`config.mk`:
```
export PLATFORM = sky130hd
export DESIGN_NAME = rru_top
export DESIGN_NICKNAME = d
export VERILOG_FILES = /design/src/common/rru_pkg.sv /design/src/logic/rru_top.sv /design/src/logic/rru_step.sv
export VERILOG_INCLUDE_DIRS = /design/src /design/src/common
export SDC_FILE = /design/constraint.sdc
export NUM_CORES = 1
export LEC_CHECK = 0
export ABC_AREA = 1
export BUFFER_PORTS_ARGS = -buffer_cell sky130_fd_sc_hd__buf_2
export CORE_AREA = 2 2 121 123
export DETAILED_ROUTE_END_ITERATION = 6
export DIE_AREA = 0 0 123 125
export PLACE_DENSITY = 0.83
export SLEW_MARGIN = 40
export SYNTH_ARGS = -nofsm -noshare
export SYNTH_HDL_FRONTEND = slang
export SYNTH_SLANG_ARGS = --single-unit
```
`constraint.sdc`:
```
create_clock -name clock_i -period 4.65 [get_ports clock_i]
set_input_delay 1.1625 -clock clock_i [delete_from_list [all_inputs] [get_ports clock_i]]
set_output_delay 1.1625 -clock clock_i [all_outputs]
set_load 0.005 [all_outputs]
```
`src/common/rru_defines.svh`:
```
// Constants for the rotate-right datapath slice: offsets, opcode fields, widths and resets.
//
// Contract
// - Through-carry ring is operand plus carry, rotated right by the encoded one or two.
// - Each step: carry takes bit zero, bits shift down, old carry enters top.
// - Count-select bit clear means one position, set means two positions.
// - Final carry is the last bit shifted out of bit zero.
// - Zero flag set exactly when the whole rotated result is zero.
// - Sign flag copies the result's top bit at the selected width.
// - Overflow flag set when the top bit differs between start and end.
// - Opcode field 10 11001 W with nibble 11 S 0 selects rotate-through-carry.
// - Plain rotate: bit zero goes to top and to carry; old carry unused.
`ifndef RRU_DEFINES_SVH
`define RRU_DEFINES_SVH

`define RRU_OFS_OPERAND   8'h00
`define RRU_OFS_OPCODE    8'h04
`define RRU_OFS_CTRL      8'h08
`define RRU_OFS_FLAGS     8'h0C
`define RRU_OFS_RESULT    8'h10
`define RRU_OFS_STATUS    8'h14

`define RRU_RST_WORD      32'h0000_0000
`define RRU_CTRL_START    0
`define RRU_STAT_BUSY     0
`define RRU_STAT_DONE     1
`define RRU_STAT_ILLEGAL  2
`define RRU_STAT_REG_LO   4
`define RRU_STAT_REG_HI   7

`define RRU_PREFIX_LONG   16'h7A02
`define RRU_PREFIX_NONE   16'h0000
`define RRU_HEAD_SHORT    7'h59
`define RRU_HEAD_LONG     8'hB3
`define RRU_KIND_CARRY    2'h3
`define RRU_KIND_PLAIN    2'h1
`define RRU_W_BIT         8
`define RRU_REG_LO        4
`define RRU_REG_HI        7
`define RRU_KIND_LO       2
`define RRU_KIND_HI       3
`define RRU_S_BIT         1
`define RRU_ZERO_BIT      0

`define RRU_MSB_BYTE      7
`define RRU_MSB_WORD      15
`define RRU_MSB_LONG      31
`define RRU_MASK_BYTE     32'h0000_00FF
`define RRU_MASK_WORD     32'h0000_FFFF
`define RRU_MASK_LONG     32'hFFFF_FFFF

`endif

```
`src/common/rru_pkg.sv`:
```
// Types shared by the rotate-right datapath slice.
package rru_pkg;

  typedef enum logic [1:0] {
    RRU_SIZE_BYTE = 2'h0,
    RRU_SIZE_WORD = 2'h1,
    RRU_SIZE_LONG = 2'h2
  } rru_size_e;

  typedef enum logic [1:0] {
    RRU_ST_IDLE  = 2'h0,
    RRU_ST_STEP1 = 2'h1,
    RRU_ST_STEP2 = 2'h3
  } rru_state_e;

  typedef struct packed {
    logic v;
    logic s;
    logic z;
    logic c;
  } rru_flags_s;

  typedef struct packed {
    logic        read;
    logic        write;
    logic [7:0]  address;
    logic [31:0] writedata;
    logic [3:0]  byteenable;
  } rru_bus_req_s;

endpackage

```
`src/logic/rru_top.sv`:
```
// Rotate-right datapath slice with an Avalon-MM register slave.
//
// Design decisions made here: the Avalon-MM interface to the registers and the placing of the registers.
`timescale 1ns/1ps
`include "rru_defines.svh"
module rru_top import rru_pkg::*; (
  input  wire logic         clock_i,
  input  wire logic         reset_i,
  input  wire rru_bus_req_s bus_i,
  output logic              waitrequest_o,
  output logic       [31:0] readdata_o
);
  logic        [31:0] oper_q;
  logic        [31:0] op_q;
  logic        [31:0] val_q;
  logic        [31:0] rdata_q;
  logic        [31:0] wmask;
  logic        [31:0] step_val;
  logic        [31:0] load_val;
  logic        [15:0] word;
  logic        [15:0] pre;
  rru_flags_s         flags_q;
  rru_state_e         st_q;
  rru_size_e          size_q;
  rru_size_e          dec_size;
  logic               through_q;
  logic               two_q;
  logic               msb0_q;
  logic               done_q;
  logic               illegal_q;
  logic               ack_q;
  logic               acc;
  logic               wr_ok;
  logic               idle;
  logic               last;
  logic               step_c;
  logic               is_long;
  logic               is_short;
  logic               dec_legal;
  logic               start_req;
  logic               go;
  logic               bad;

  function automatic logic msb_of(input logic [31:0] v, input rru_size_e s);
    case (s)
      RRU_SIZE_BYTE: msb_of = v[`RRU_MSB_BYTE];
      RRU_SIZE_WORD: msb_of = v[`RRU_MSB_WORD];
      default:       msb_of = v[`RRU_MSB_LONG];
    endcase
  endfunction

  function automatic logic [31:0] mask_of(input rru_size_e s);
    case (s)
      RRU_SIZE_BYTE: mask_of = `RRU_MASK_BYTE;
      RRU_SIZE_WORD: mask_of = `RRU_MASK_WORD;
      default:       mask_of = `RRU_MASK_LONG;
    endcase
  endfunction

  // Every access waits exactly one cycle; read data is registered in that cycle.
  assign acc           = bus_i.read | bus_i.write;
  assign waitrequest_o = acc & ~ack_q;
  assign wr_ok         = bus_i.write & ack_q;
  assign readdata_o    = rdata_q;

  always_ff @(posedge clock_i or posedge reset_i) begin
    if (reset_i) begin
      ack_q <= 1'b0;
    end else begin
      ack_q <= acc & ~ack_q;
    end
  end

  for (genvar g = 0; g < 4; g++) begin : g_lane
    assign wmask[8*g +: 8] = {8{bus_i.byteenable[g]}};
  end

  // Opcode decode from the software-written instruction and prefix words.
  assign word     = op_q[15:0];
  assign pre      = op_q[31:16];
  assign is_long  = (pre == `RRU_PREFIX_LONG) && (word[15:8] == `RRU_HEAD_LONG);
  assign is_short = (pre == `RRU_PREFIX_NONE) && (word[15:9] == `RRU_HEAD_SHORT);
  // two-bit kind field selects carry or plain
  assign dec_legal = (is_long || is_short) && !word[`RRU_ZERO_BIT]
                     && ((word[`RRU_KIND_HI:`RRU_KIND_LO] == `RRU_KIND_CARRY)
                      || (word[`RRU_KIND_HI:`RRU_KIND_LO] == `RRU_KIND_PLAIN));

  always_comb begin
    // size bit picks byte or word
    if (is_long) begin
      dec_size = RRU_SIZE_LONG;
    end else if (word[`RRU_W_BIT]) begin
      dec_size = RRU_SIZE_WORD;
    end else begin
      dec_size = RRU_SIZE_BYTE;
    end
  end

  assign idle      = (st_q == RRU_ST_IDLE);
  assign start_req = wr_ok && (bus_i.address == `RRU_OFS_CTRL) && bus_i.byteenable[0]
                     && bus_i.writedata[`RRU_CTRL_START] && idle;
  assign go        = start_req && dec_legal;
  assign bad       = start_req && !dec_legal;
  assign load_val  = oper_q & mask_of(dec_size);
  assign last      = ((st_q == RRU_ST_STEP1) && !two_q) || (st_q == RRU_ST_STEP2);

  rru_step i_rru_step (
    .val_i     (val_q),
    .carry_i   (flags_q.c),
    .size_i    (size_q),
    .through_i (through_q),
    .val_o     (step_val),
    .carry_o   (step_c)
  );

  // one or two steps from the count bit
  always_ff @(posedge clock_i or posedge reset_i) begin
    if (reset_i) begin
      st_q <= RRU_ST_IDLE;
    end else begin
      case (st_q)
        RRU_ST_IDLE:  st_q <= go ? RRU_ST_STEP1 : RRU_ST_IDLE;
        RRU_ST_STEP1: st_q <= two_q ? RRU_ST_STEP2 : RRU_ST_IDLE;
        RRU_ST_STEP2: st_q <= RRU_ST_IDLE;
        default:      st_q <= RRU_ST_IDLE;
      endcase
    end
  end

  always_ff @(posedge clock_i or posedge reset_i) begin
    if (reset_i) begin
      size_q    <= RRU_SIZE_BYTE;
      through_q <= 1'b0;
      two_q     <= 1'b0;
      msb0_q    <= 1'b0;
    end else if (go) begin
      size_q    <= dec_size;
      through_q <= (word[`RRU_KIND_HI:`RRU_KIND_LO] == `RRU_KIND_CARRY);
      two_q     <= word[`RRU_S_BIT];
      msb0_q    <= msb_of(load_val, dec_size);
    end
  end

  // operand rotates one step per busy cycle
  always_ff @(posedge clock_i or posedge reset_i) begin
    if (reset_i) begin
      val_q <= `RRU_RST_WORD;
    end else if (go) begin
      val_q <= load_val;
    end else if (!idle) begin
      val_q <= step_val;
    end
  end

  // Flags are writable only while idle so software can seed the carry.
  always_ff @(posedge clock_i or posedge reset_i) begin
    if (reset_i) begin
      flags_q <= '0;
    end else if (!idle) begin
      flags_q.c <= step_c;
      if (last) begin
        flags_q.z <= (step_val == `RRU_RST_WORD);
        flags_q.s <= msb_of(step_val, size_q);
        flags_q.v <= msb0_q ^ msb_of(step_val, size_q);
      end
    end else if (wr_ok && (bus_i.address == `RRU_OFS_FLAGS) && bus_i.byteenable[0]) begin
      flags_q <= bus_i.writedata[3:0];
    end
  end

  always_ff @(posedge clock_i or posedge reset_i) begin
    if (reset_i) begin
      done_q    <= 1'b0;
      illegal_q <= 1'b0;
    end else begin
      if (last) begin
        done_q <= 1'b1;
      end else if (start_req) begin
        done_q <= 1'b0;
      end
      if (bad) begin
        illegal_q <= 1'b1;
      end else if (go) begin
        illegal_q <= 1'b0;
      end
    end
  end

  always_ff @(posedge clock_i or posedge reset_i) begin
    if (reset_i) begin
      oper_q <= `RRU_RST_WORD;
      op_q   <= `RRU_RST_WORD;
    end else if (wr_ok) begin
      if (bus_i.address == `RRU_OFS_OPERAND) begin
        oper_q <= (oper_q & ~wmask) | (bus_i.writedata & wmask);
      end
      if (bus_i.address == `RRU_OFS_OPCODE) begin
        op_q <= (op_q & ~wmask) | (bus_i.writedata & wmask);
      end
    end
  end

  always_ff @(posedge clock_i or posedge reset_i) begin
    if (reset_i) begin
      rdata_q <= `RRU_RST_WORD;
    end else if (bus_i.read && !ack_q) begin
      rdata_q <= `RRU_RST_WORD;
      case (bus_i.address)
        `RRU_OFS_OPERAND: rdata_q <= oper_q;
        `RRU_OFS_OPCODE:  rdata_q <= op_q;
        `RRU_OFS_FLAGS:   rdata_q[3:0] <= flags_q;
        `RRU_OFS_RESULT:  rdata_q <= val_q;
        `RRU_OFS_STATUS: begin
          rdata_q[`RRU_STAT_BUSY]                   <= !idle;
          rdata_q[`RRU_STAT_DONE]                   <= done_q;
          rdata_q[`RRU_STAT_ILLEGAL]                <= illegal_q;
          rdata_q[`RRU_STAT_REG_HI:`RRU_STAT_REG_LO] <= word[`RRU_REG_HI:`RRU_REG_LO];
        end
        default:          rdata_q <= `RRU_RST_WORD;
      endcase
    end
  end
endmodule

```
`src/logic/rru_step.sv`:
```
// One single-position right rotate step, plain or through carry.
`timescale 1ns/1ps
`include "rru_defines.svh"
module rru_step import rru_pkg::*; (
  input  wire logic [31:0] val_i,
  input  wire logic        carry_i,
  input  wire rru_size_e   size_i,
  input  wire logic        through_i,
  output logic      [31:0] val_o,
  output logic             carry_o
);
  logic top;

  always_comb begin
    carry_o = val_i[0];
    // plain rotate feeds bit zero back
    top     = through_i ? carry_i : val_i[0];
    // Bits above the width are zero from the load, so the shift keeps them zero.
    val_o   = {1'b0, val_i[31:1]};
    case (size_i)
      RRU_SIZE_BYTE: val_o[`RRU_MSB_BYTE] = top;
      RRU_SIZE_WORD: val_o[`RRU_MSB_WORD] = top;
      RRU_SIZE_LONG: val_o[`RRU_MSB_LONG] = top;
      default:       val_o[`RRU_MSB_LONG] = top;
    endcase
  end
endmodule

```
* After elaboration in Yosys (flattened, before gate mapping) *
Cells that the tools add are included.

word-level totals
  input port bits = 48
  memories kept = 0
  latch bits = 0
  bits in read-only memories = 0
  register bits = 142
  memory bits (writable) = 0
  output and inout port bits = 33

operators by class
  order comparisons = 0
  shift-type cells = 0
  bitwise gates (word level) = 12
  divide/modulo/power cells = 0
  $add $sub $neg = 0
  reduce and logical (&&, ||, !) cells = 36
  equal/unequal tests = 16
  multipliers = 0
  multiplexer cells = 27

operators by type and width
  cell                                                                     number
  32-bit AND                                                               4
  24-bit case mux with 3 select lines                                      1
  32-bit 2-to-1 mux                                                        2
  32-bit OR                                                                2
  32-bit case mux with 2 select lines                                      1
  32-bit zero test                                                         1
  32-bit NOT                                                               1
  16-bit by 15-bit equality test with 1-bit output, second input constant  1
  8-bit by 4-bit equality test with 1-bit output, second input constant    2
  8-bit by 5-bit equality test with 1-bit output, second input constant    2
  16-bit zero test                                                         1
  3-bit case mux with 5 select lines                                       1
  1-bit logical AND                                                        14
  1-bit 2-to-1 mux                                                         12
  4-bit case mux with 3 select lines                                       1
  2-bit by 1-bit equality test with 1-bit output, second input constant    4
  8-bit by 3-bit equality test with 1-bit output, second input constant    1
  8-bit equality test, second input constant                               1
  8-bit zero test                                                          1
  4-bit 2-to-1 mux                                                         2
  7-bit equality test, second input constant                               1
  2-bit zero test                                                          3
  2-bit AND reduction                                                      3
  2-bit nonzero test                                                       3
  14 further kinds                                                         26

* Longest topological paths before layout *
Gate-level depths: netlist of the first run.

  depth after elaboration = 9
  mapped depth = 13
  gate-level depth less buffers = 12

* Cells and area by module *
From an unflattened synthesis of the first run, not the netlist that was laid out.

second synthesis, totals
  cell total of the unflattened synthesis = 1,009
  area total of the unflattened synthesis = 7,572.3 um^2

modules (own cells, without submodules)
  module    sequential area each (um^2)  area each (um^2)  cells each  times used
  rru_top   3,553.4                      7,285.7           965         1
  rru_step  0.0                          286.5             44          1

* Least setup slack after synthesis of the first run *
Ideal clock, no wire load.

  path kind = input-to-output
  start point = in bus_i[44] (netlist bit)
  end point = out waitrequest_o
  arrival time = 1.310 ns
  stages = 2
  path slack = 2.178 ns
  path buffers = 0
  required time = 3.488 ns
  path through = nor2_1 -> nor2_1

between the ends
  longest elaborated chain between the ends = 2

RTL lines
  item         line           source
  from (decl)  rru_top.sv:9   input wire rru_bus_req_s bus_i,
  1-bit OR     rru_top.sv:61  assign acc = bus_i.read | bus_i.write;
  1-bit AND    rru_top.sv:62  assign waitrequest_o = acc & ~ack_q;
  to (decl)    rru_top.sv:10  output logic waitrequest_o,

No other way between the ends.

* Worst setup path in the final report of the first run *
  start point = in bus_i[41] (netlist bit)
  end point = reg rdata_q[3], in the netlist readdata_o[3]

between the ends
  longest elaborated chain between the ends = 2
  elaborated cells between the ends (all ways) = 5
  those cells by class = eq/ne (3); mux (1); reduce/logical (1)

RTL lines
  item                                                                          line            source
  8-bit by 5-bit equality test with 1-bit output, or another cell as far along  rru_top.sv:208  case (bus_i.address)
  1-bit case mux with 4 select lines *                                          rru_top.sv:208
  to (signal assigned)                                                          rru_top.sv:207  rdata_q <= `RRU_RST_WORD;
  to (signal assigned)                                                          rru_top.sv:209  `RRU_OFS_OPERAND: rdata_q <= oper_q;
  to (signal assigned)                                                          rru_top.sv:210  `RRU_OFS_OPCODE: rdata_q <= op_q;
  to (decl)                                                                     rru_top.sv:16   logic [31:0] rdata_q;

Mark *: on every way between the ends. The rest lies on a longest branch, timed or not.
A chain may end at the register's enable or synchronous reset.

==> metrics.cfg, run 1 <==
[status]
outcome = complete, no violations

[worst_setup_path]
critPathLaunchType = primary input
ff2ff_setup_slack_ns = 2.23
worstPathRequired_ns = 5.02
crit_chain = buf_2 > nor2_2 > nand2_1 > nor2_1 > nand2_1 > inv_1 > nand2_1 > o21ai_0 > o21ai_0 > nand2_1
critPathSlowestCell = inv_1
r2r_cells = 10
cp.arrival_ns = 3.33
slowest_delay_ns = 0.66
r2r-end = val_q[16]
reg2reg_from = st_q[1]
crit_top_cell = nand2_1
critPathMaxFanout = 20
end_kind = register
crit_type = in -> reg

[grt]
grt_first_pass_wirelength_microns = 31500
overflow = 0
grt_pass1_vias = 6365
antenna_found_initial = 0
grt_start_max_net_pins = 143
track_usage_pct = 26.2

[sta]
finalCriticalPeriod_ns = 2.96
tightest_slew_ns = 0.896
period_share_pct = 63.6
rsz0062_at_grt = false
setup_violations = 0
hold_slack_ns = 0.475
finalSetupTns_ns = 0
slew_headroom_pct = 40.1
fmax_mhz = 338
fin_ws_ns = 1.69
fin_skew_ns = 0.0100
hold_viol_final = 0
finalMaxSlewViolations = 0

[die]
initial_utilization_pct = 51.4
fp.dieArea_sq_um = 15400
core_sq_um = 14200
rows = 44
die_y_microns = 125
boundaryPins = 81
fp.dieW_microns = 123

[final_layout]
num-fill-cells = 1293
seq_area_sq_um = 3550
n_antenna_cell = 0
synthToLayoutAreaGrowth_pct = 14.7
final_cells = 1232
multi_input_area_sq_um = 3120
finalNetCount = 1083
finalCoreUtilization_pct = 58.9
drive_gt1_share_pct = 16.8

[cts]
clkTransAtPathRegs_ns = 0.06
post_cts_buffers = 0
clockRootBuffer = clkbuf_16
cts-resized-gates = 0
clock_latency_ns = 0.43
htree_levels = 4
cts_hold_buf = 0
clock_sinks = 142
cts_tree = built
numCtsBuffers = 17
cts.path.max_buffers = 2

[yosys]
synth_ff_type = dfrtp_1
netlist_instances = 968
synth.ff_latch_count = 142
avgSynthCellArea_sq_um = 7.54
syn-cell-area_sq_um = 7300
ys_seq_area_share_pct = 48.7
synth_cell_types = 36
synth_warnings = 0
synth_nets = 1016
synth_edf_count = 0
async_flop_share_pct = 100

[power]
swShare_pct = 22.9
power.share.sequential_pct = 45.5
p_int_uw = 2150
p_leak_uw = 0.00445
p_per_area_nw_per_um2 = 333
clkPwrFrac_pct = 49.8
power_frac_comb_pct = 4.7
p_switching_uw = 637
ir_drop_uv = 275

[route]
wl_met1_microns = 7810
dr_wl_met3_microns = 1860
wl_met2_microns = 8610
first_pass_iters = 5
antenna_left = 0
routed_wl_microns = 18800
wl_per_cell_microns = 15.3
drt_iter0_markers = 746
maxUsedRoutingLayer = met4
drc_errors = 0
viasPerCell = 5.38
num_vias = 6634

[placed_design]
dp_cells = 1199
place_ws_ns = 1.35
port_buffers = 80
dpl.hpwl_microns = 12300
place.gp.congestion = 0.884

[hold_path]
hp-class = reg -> reg
hold_path_depth = 2
whs_endpoint = readdata_o[9]
min_from = readdata_o[9]

[job]
drv_cap = 0

worst max-delay path, delay by kind of cell:
kind                   cells  cell delay (ns)
AO/OA/AOI/OAI              2             0.26
buffers and inverters      2             0.76
AND/OR/NAND/NOR            6             1.12
area by class of cell:
type / instances / share of cell area (%)
flip-flops and latches: 142 / 42.5
multi-input cells: 682 / 37.3
repair buffers: 84 / 5.53
clock buffers: 21 / 5.38
inverters: 108 / 4.92
well taps: 184 / 2.75
clock inverters: 11 / 1.69
power by group through the flow:
stage | Combinational (uW) | Sequential, uW | Clock [uW]
6_report | 132 | 1270 | 1390
2_1_floorplan | 74.5 | 1280 | 0
4_1_cts | 131 | 1270 | 1390
3_5_place_dp | 130 | 1290 | 0
5_1_grt | 150 | 1270 | 1440
3_3_place_gp | 127 | 1290 | 0
cells by family after synthesis:
family / count (synthesis) / synth area share, %
flops: 142 / 48.7
xor+xnor: 1 / 0.120
simple gates: 568 / 32.8
compound gates: 113 / 9.84
buf+inv: 144 / 8.62
worst max path at each step:
| stage | from | endpoint |
|---|---|---|
| floorplan | reset_i | asynchronous set/reset pin |
| global placement | bus_i[41] | readdata_o[0] |
| detailed placement | bus_i[41] | readdata_o[0] |
| CTS | bus_i[41] | readdata_o[3] |
| global route | bus_i[41] | readdata_o[0] |
| finish | bus_i[41] | readdata_o[3] |
cell usage after synthesis (2+ instances only):
library cell,n,area share [%]
nand2_1,403,21
dfrtp_1,142,49
inv_1,102,5.2
nand3_1,67,4.6
nor2_1,57,2.9
o21ai_0,28,1.9
o21ai_1,28,1.9
o21ai_2,24,2.9
o211ai_1,23,2.4
buf_2,12,0.82
clkbuf_1,10,0.51
nand2_2,10,0.86
a21oi_1,8,0.55
buf_4,7,0.72
buf_6,6,0.93
nor2_2,5,0.43
nor2_4,5,0.77
inv_2,4,0.21
nand4_1,4,0.34
nor3_1,3,0.21
or2_2,3,0.26
clkinv_2,2,0.14
nand3b_1,2,0.21
stage by stage:
step           area, sq um  power, uW
3_3_place_gp          7750       1420
3_5_place_dp          7750       1420
5_1_grt               8370       2860
6_report              8370       2780
2_1_floorplan         7300       1360
4_1_cts               8340       2780
layer usage:
| metal | global-route usage [%] | vias to the layer above |
|---|---|---|
| met3 | 6.57 | 44 |
| met1 | 36.8 | 3074 |
| li1 | - | 3166 |
| met2 | 38.6 | 350 |
| met4 | 11.4 | 0 |
| met5 | 0 | - |
cell usage in the layout, fill, tap and decap left out, types with 2 or more instances in the layout:
cell        netlist  layout
a21oi_1           8       8
buf_2            12      80
buf_4             7       2
bufinv_16         0       3
clkbuf_1         10       3
clkbuf_16         0      17
clkinv_2          2       6
clkinvlp_4        0       4
dfrtp_1         142     142
inv_1           102      99
inv_2             4       6
nand2_1         403     403
nand2_2          10      10
nand3_1          67      67
nand3b_1          2       2
nand4_1           4       4
nor2_1           57      56
nor2_2            5       6
nor2_4            5       5
nor3_1            3       3
o211ai_1         23      23
o21ai_0          28      28
o21ai_1          28      28
o21ai_2          24      24
or2_2             3       3
Note: power is estimated with default switching activity, not from simulation.
==> run 2: changes to the inputs <==
- CORE_AREA: 2 2 121 123 -> 2 2 115 117
- DIE_AREA: 0 0 123 125 -> 0 0 117 119
- PLACE_DENSITY: 0.83 -> 0.87
- clock period: 4.65 -> 2.72 ns (I/O delays scaled with it)
==> metrics.cfg, run 2 (synthesis gave the netlist of run 1 again) <==
[status]
outcome = complete, no violations

[sta]
fin_ws_ns = 0.496  ; -1.20 ns
fmax_mhz = 450
rsz0062_at_grt = false
fin_skew_ns = 0.00856  ; -0.00144 ns
slew_headroom_pct = 47.4  ; +7.3 points
tightest_slew_ns = 0.787  ; -0.109 ns
hold_viol_final = 0  ; unchanged
period_share_pct = 81.8
setup_violations = 0  ; unchanged
finalSetupTns_ns = 0  ; unchanged
finalMaxSlewViolations = 0  ; unchanged
finalCriticalPeriod_ns = 2.22

[placed_design]
port_buffers = 80  ; unchanged
dp_cells = 1199  ; unchanged
place_ws_ns = 0.320  ; -1.03 ns
place.gp.congestion = 0.907  ; +2.7%
place_area_sq_um = 7830  ; +0.97%
dpl.hpwl_microns = 12300  ; about the same

[worst_setup_path]
worstPathRequired_ns = 3.03  ; -1.99 ns
end_kind = register
critPathLaunchType = register
crit_type = reg -> reg
critPathMaxFanout = 31  ; +55%
cp.arrival_ns = 2.53  ; -0.80 ns

[grt]
overflow = 0  ; unchanged
track_usage_pct = 28.3  ; +2.0 points
grt_first_pass_wirelength_microns = 30500  ; -2.9%
grt_pass1_vias = 6311  ; -0.85%
grt_start_max_net_pins = 143  ; unchanged
antenna_found_initial = 0  ; unchanged

[cts]
numCtsBuffers = 17  ; unchanged
cts-resized-gates = 0  ; unchanged
cts_hold_buf = 0  ; unchanged
post_cts_buffers = 0  ; unchanged
clock_latency_ns = 0.43  ; about the same
clockRootBuffer = clkbuf_16
clkTransAtPathRegs_ns = 0.06  ; about the same
cts.path.max_buffers = 2  ; unchanged
cts_tree = built
clock_sinks = 142  ; unchanged
htree_levels = 4  ; unchanged

[die]
core_sq_um = 12900  ; -9.4%
initial_utilization_pct = 56.7  ; +5.3 points
die_y_microns = 119  ; -4.8%
fp.dieW_microns = 117  ; -4.9%
rows = 42  ; -4.5%
boundaryPins = 81  ; unchanged
fp.dieArea_sq_um = 13900  ; -9.4%

[route]
wl_per_cell_microns = 15.2  ; -0.69%
antenna_left = 0  ; unchanged
drc_errors = 0  ; unchanged
num_vias = 6625  ; -0.14%
first_pass_iters = 7  ; +2
routed_wl_microns = 18700  ; -0.77%
drt_iter0_markers = 806  ; +8.0%
viasPerCell = 5.38  ; about the same

[final_layout]
synthToLayoutAreaGrowth_pct = 16.4
n_antenna_cell = 0  ; unchanged
finalNetCount = 1091  ; +0.74%
final_common_cell = nand2_1
final_cells = 1231  ; -0.081%
design_area_sq_um = 8500  ; +1.5%
final_cell_mix = 403 x nand2_1, 142 x dfrtp_1, 101 x inv_1, 80 x buf_2, 67 x nand3_1
drive_gt1_share_pct = 17.3  ; +0.55 points

[power]
fin_total_pwr_uw = 4950  ; +78%
p_leak_uw = 0.00453  ; +1.7%
ir_drop_uv = 424  ; +54%
p_per_area_nw_per_um2 = 582  ; +75%

[hold_path]
hp-class = in -> async

[job]
drv_cap = 0  ; unchanged

-- run 2: cell count changes in the layout (fill, tap and decap cells not counted) --
cell	before	now
buf_12	1	3
buf_4	2	8
bufinv_16	3	5
clkbuf_1	3	1
clkbuf_8	1	2
clkinv_2	6	5
clkinvlp_4	4	3
inv_1	99	101
inv_2	6	4
-- run 2: worst paths after layout --
check                      slack (ns)      startpoint                          to  cells past startpoint
hold / removal                   0.29         reset_i               readdata_o[2]                      3
setup reg to reg                 0.50        register                    val_q[3]                     10
hold reg to reg                  0.47  readdata_o[25]              readdata_o[25]                      2
min in group clock_i             0.47  readdata_o[25]              readdata_o[25]                      2
setup / recovery                 0.50        register                    val_q[3]                     10
max in group asynchronous        1.66         reset_i  asynchronous set/reset pin                      4
-- run 2: routing by layer --
metal  track usage, %  routed length [microns]  share of wire [%]  up-vias
li1                 -                        -                  -     3175
met1             38.9                     8000                 43     3087
met2             43.3                     8770                 47      307
met3             7.07                     1390                7.5       56
met4             10.7                      499                2.7        0
met5                0                        0                  0        -
-- run 2: per-stage QoR --
step	util, %	hold WS [ns]
after floorplan	-	0.443
final	66.0	0.290
after global routing	66.0	0.310
after CTS	65.8	0.476
after global placement	60.8	0.457
after detailed placement	60.8	0.462
-- run 2: final cells by class --
| cell class | count | area (sq um) |
|---|---|---|
| fill | 1053 | 4380 |
| sequential | 142 | 3550 |
| multi-input combinational | 682 | 3120 |
| timing repair buffer | 92 | 548 |
| clock buffer | 20 | 457 |
| inverter | 108 | 412 |
| tap | 176 | 220 |
| clock inverter | 11 | 189 |
-- run 2: worst max-delay path, stage by stage (launching register included) --
cell and delay, ns:
dfrtp_1 0.43, inv_1 0.14, nand2_1 0.07, nor2_1 0.17, nand2_1 0.17, nor2_2 0.19
nand2_2 0.12, nor2_8 0.36, nor2_4 0.25, nand2_1 0.14, nand3_1 0.08
-- run 2: power by group --
part           internal [uW]  switching, uW
combinational           72.2            156
clock                   1660            890
sequential              2140           23.6
total                   3880           1070
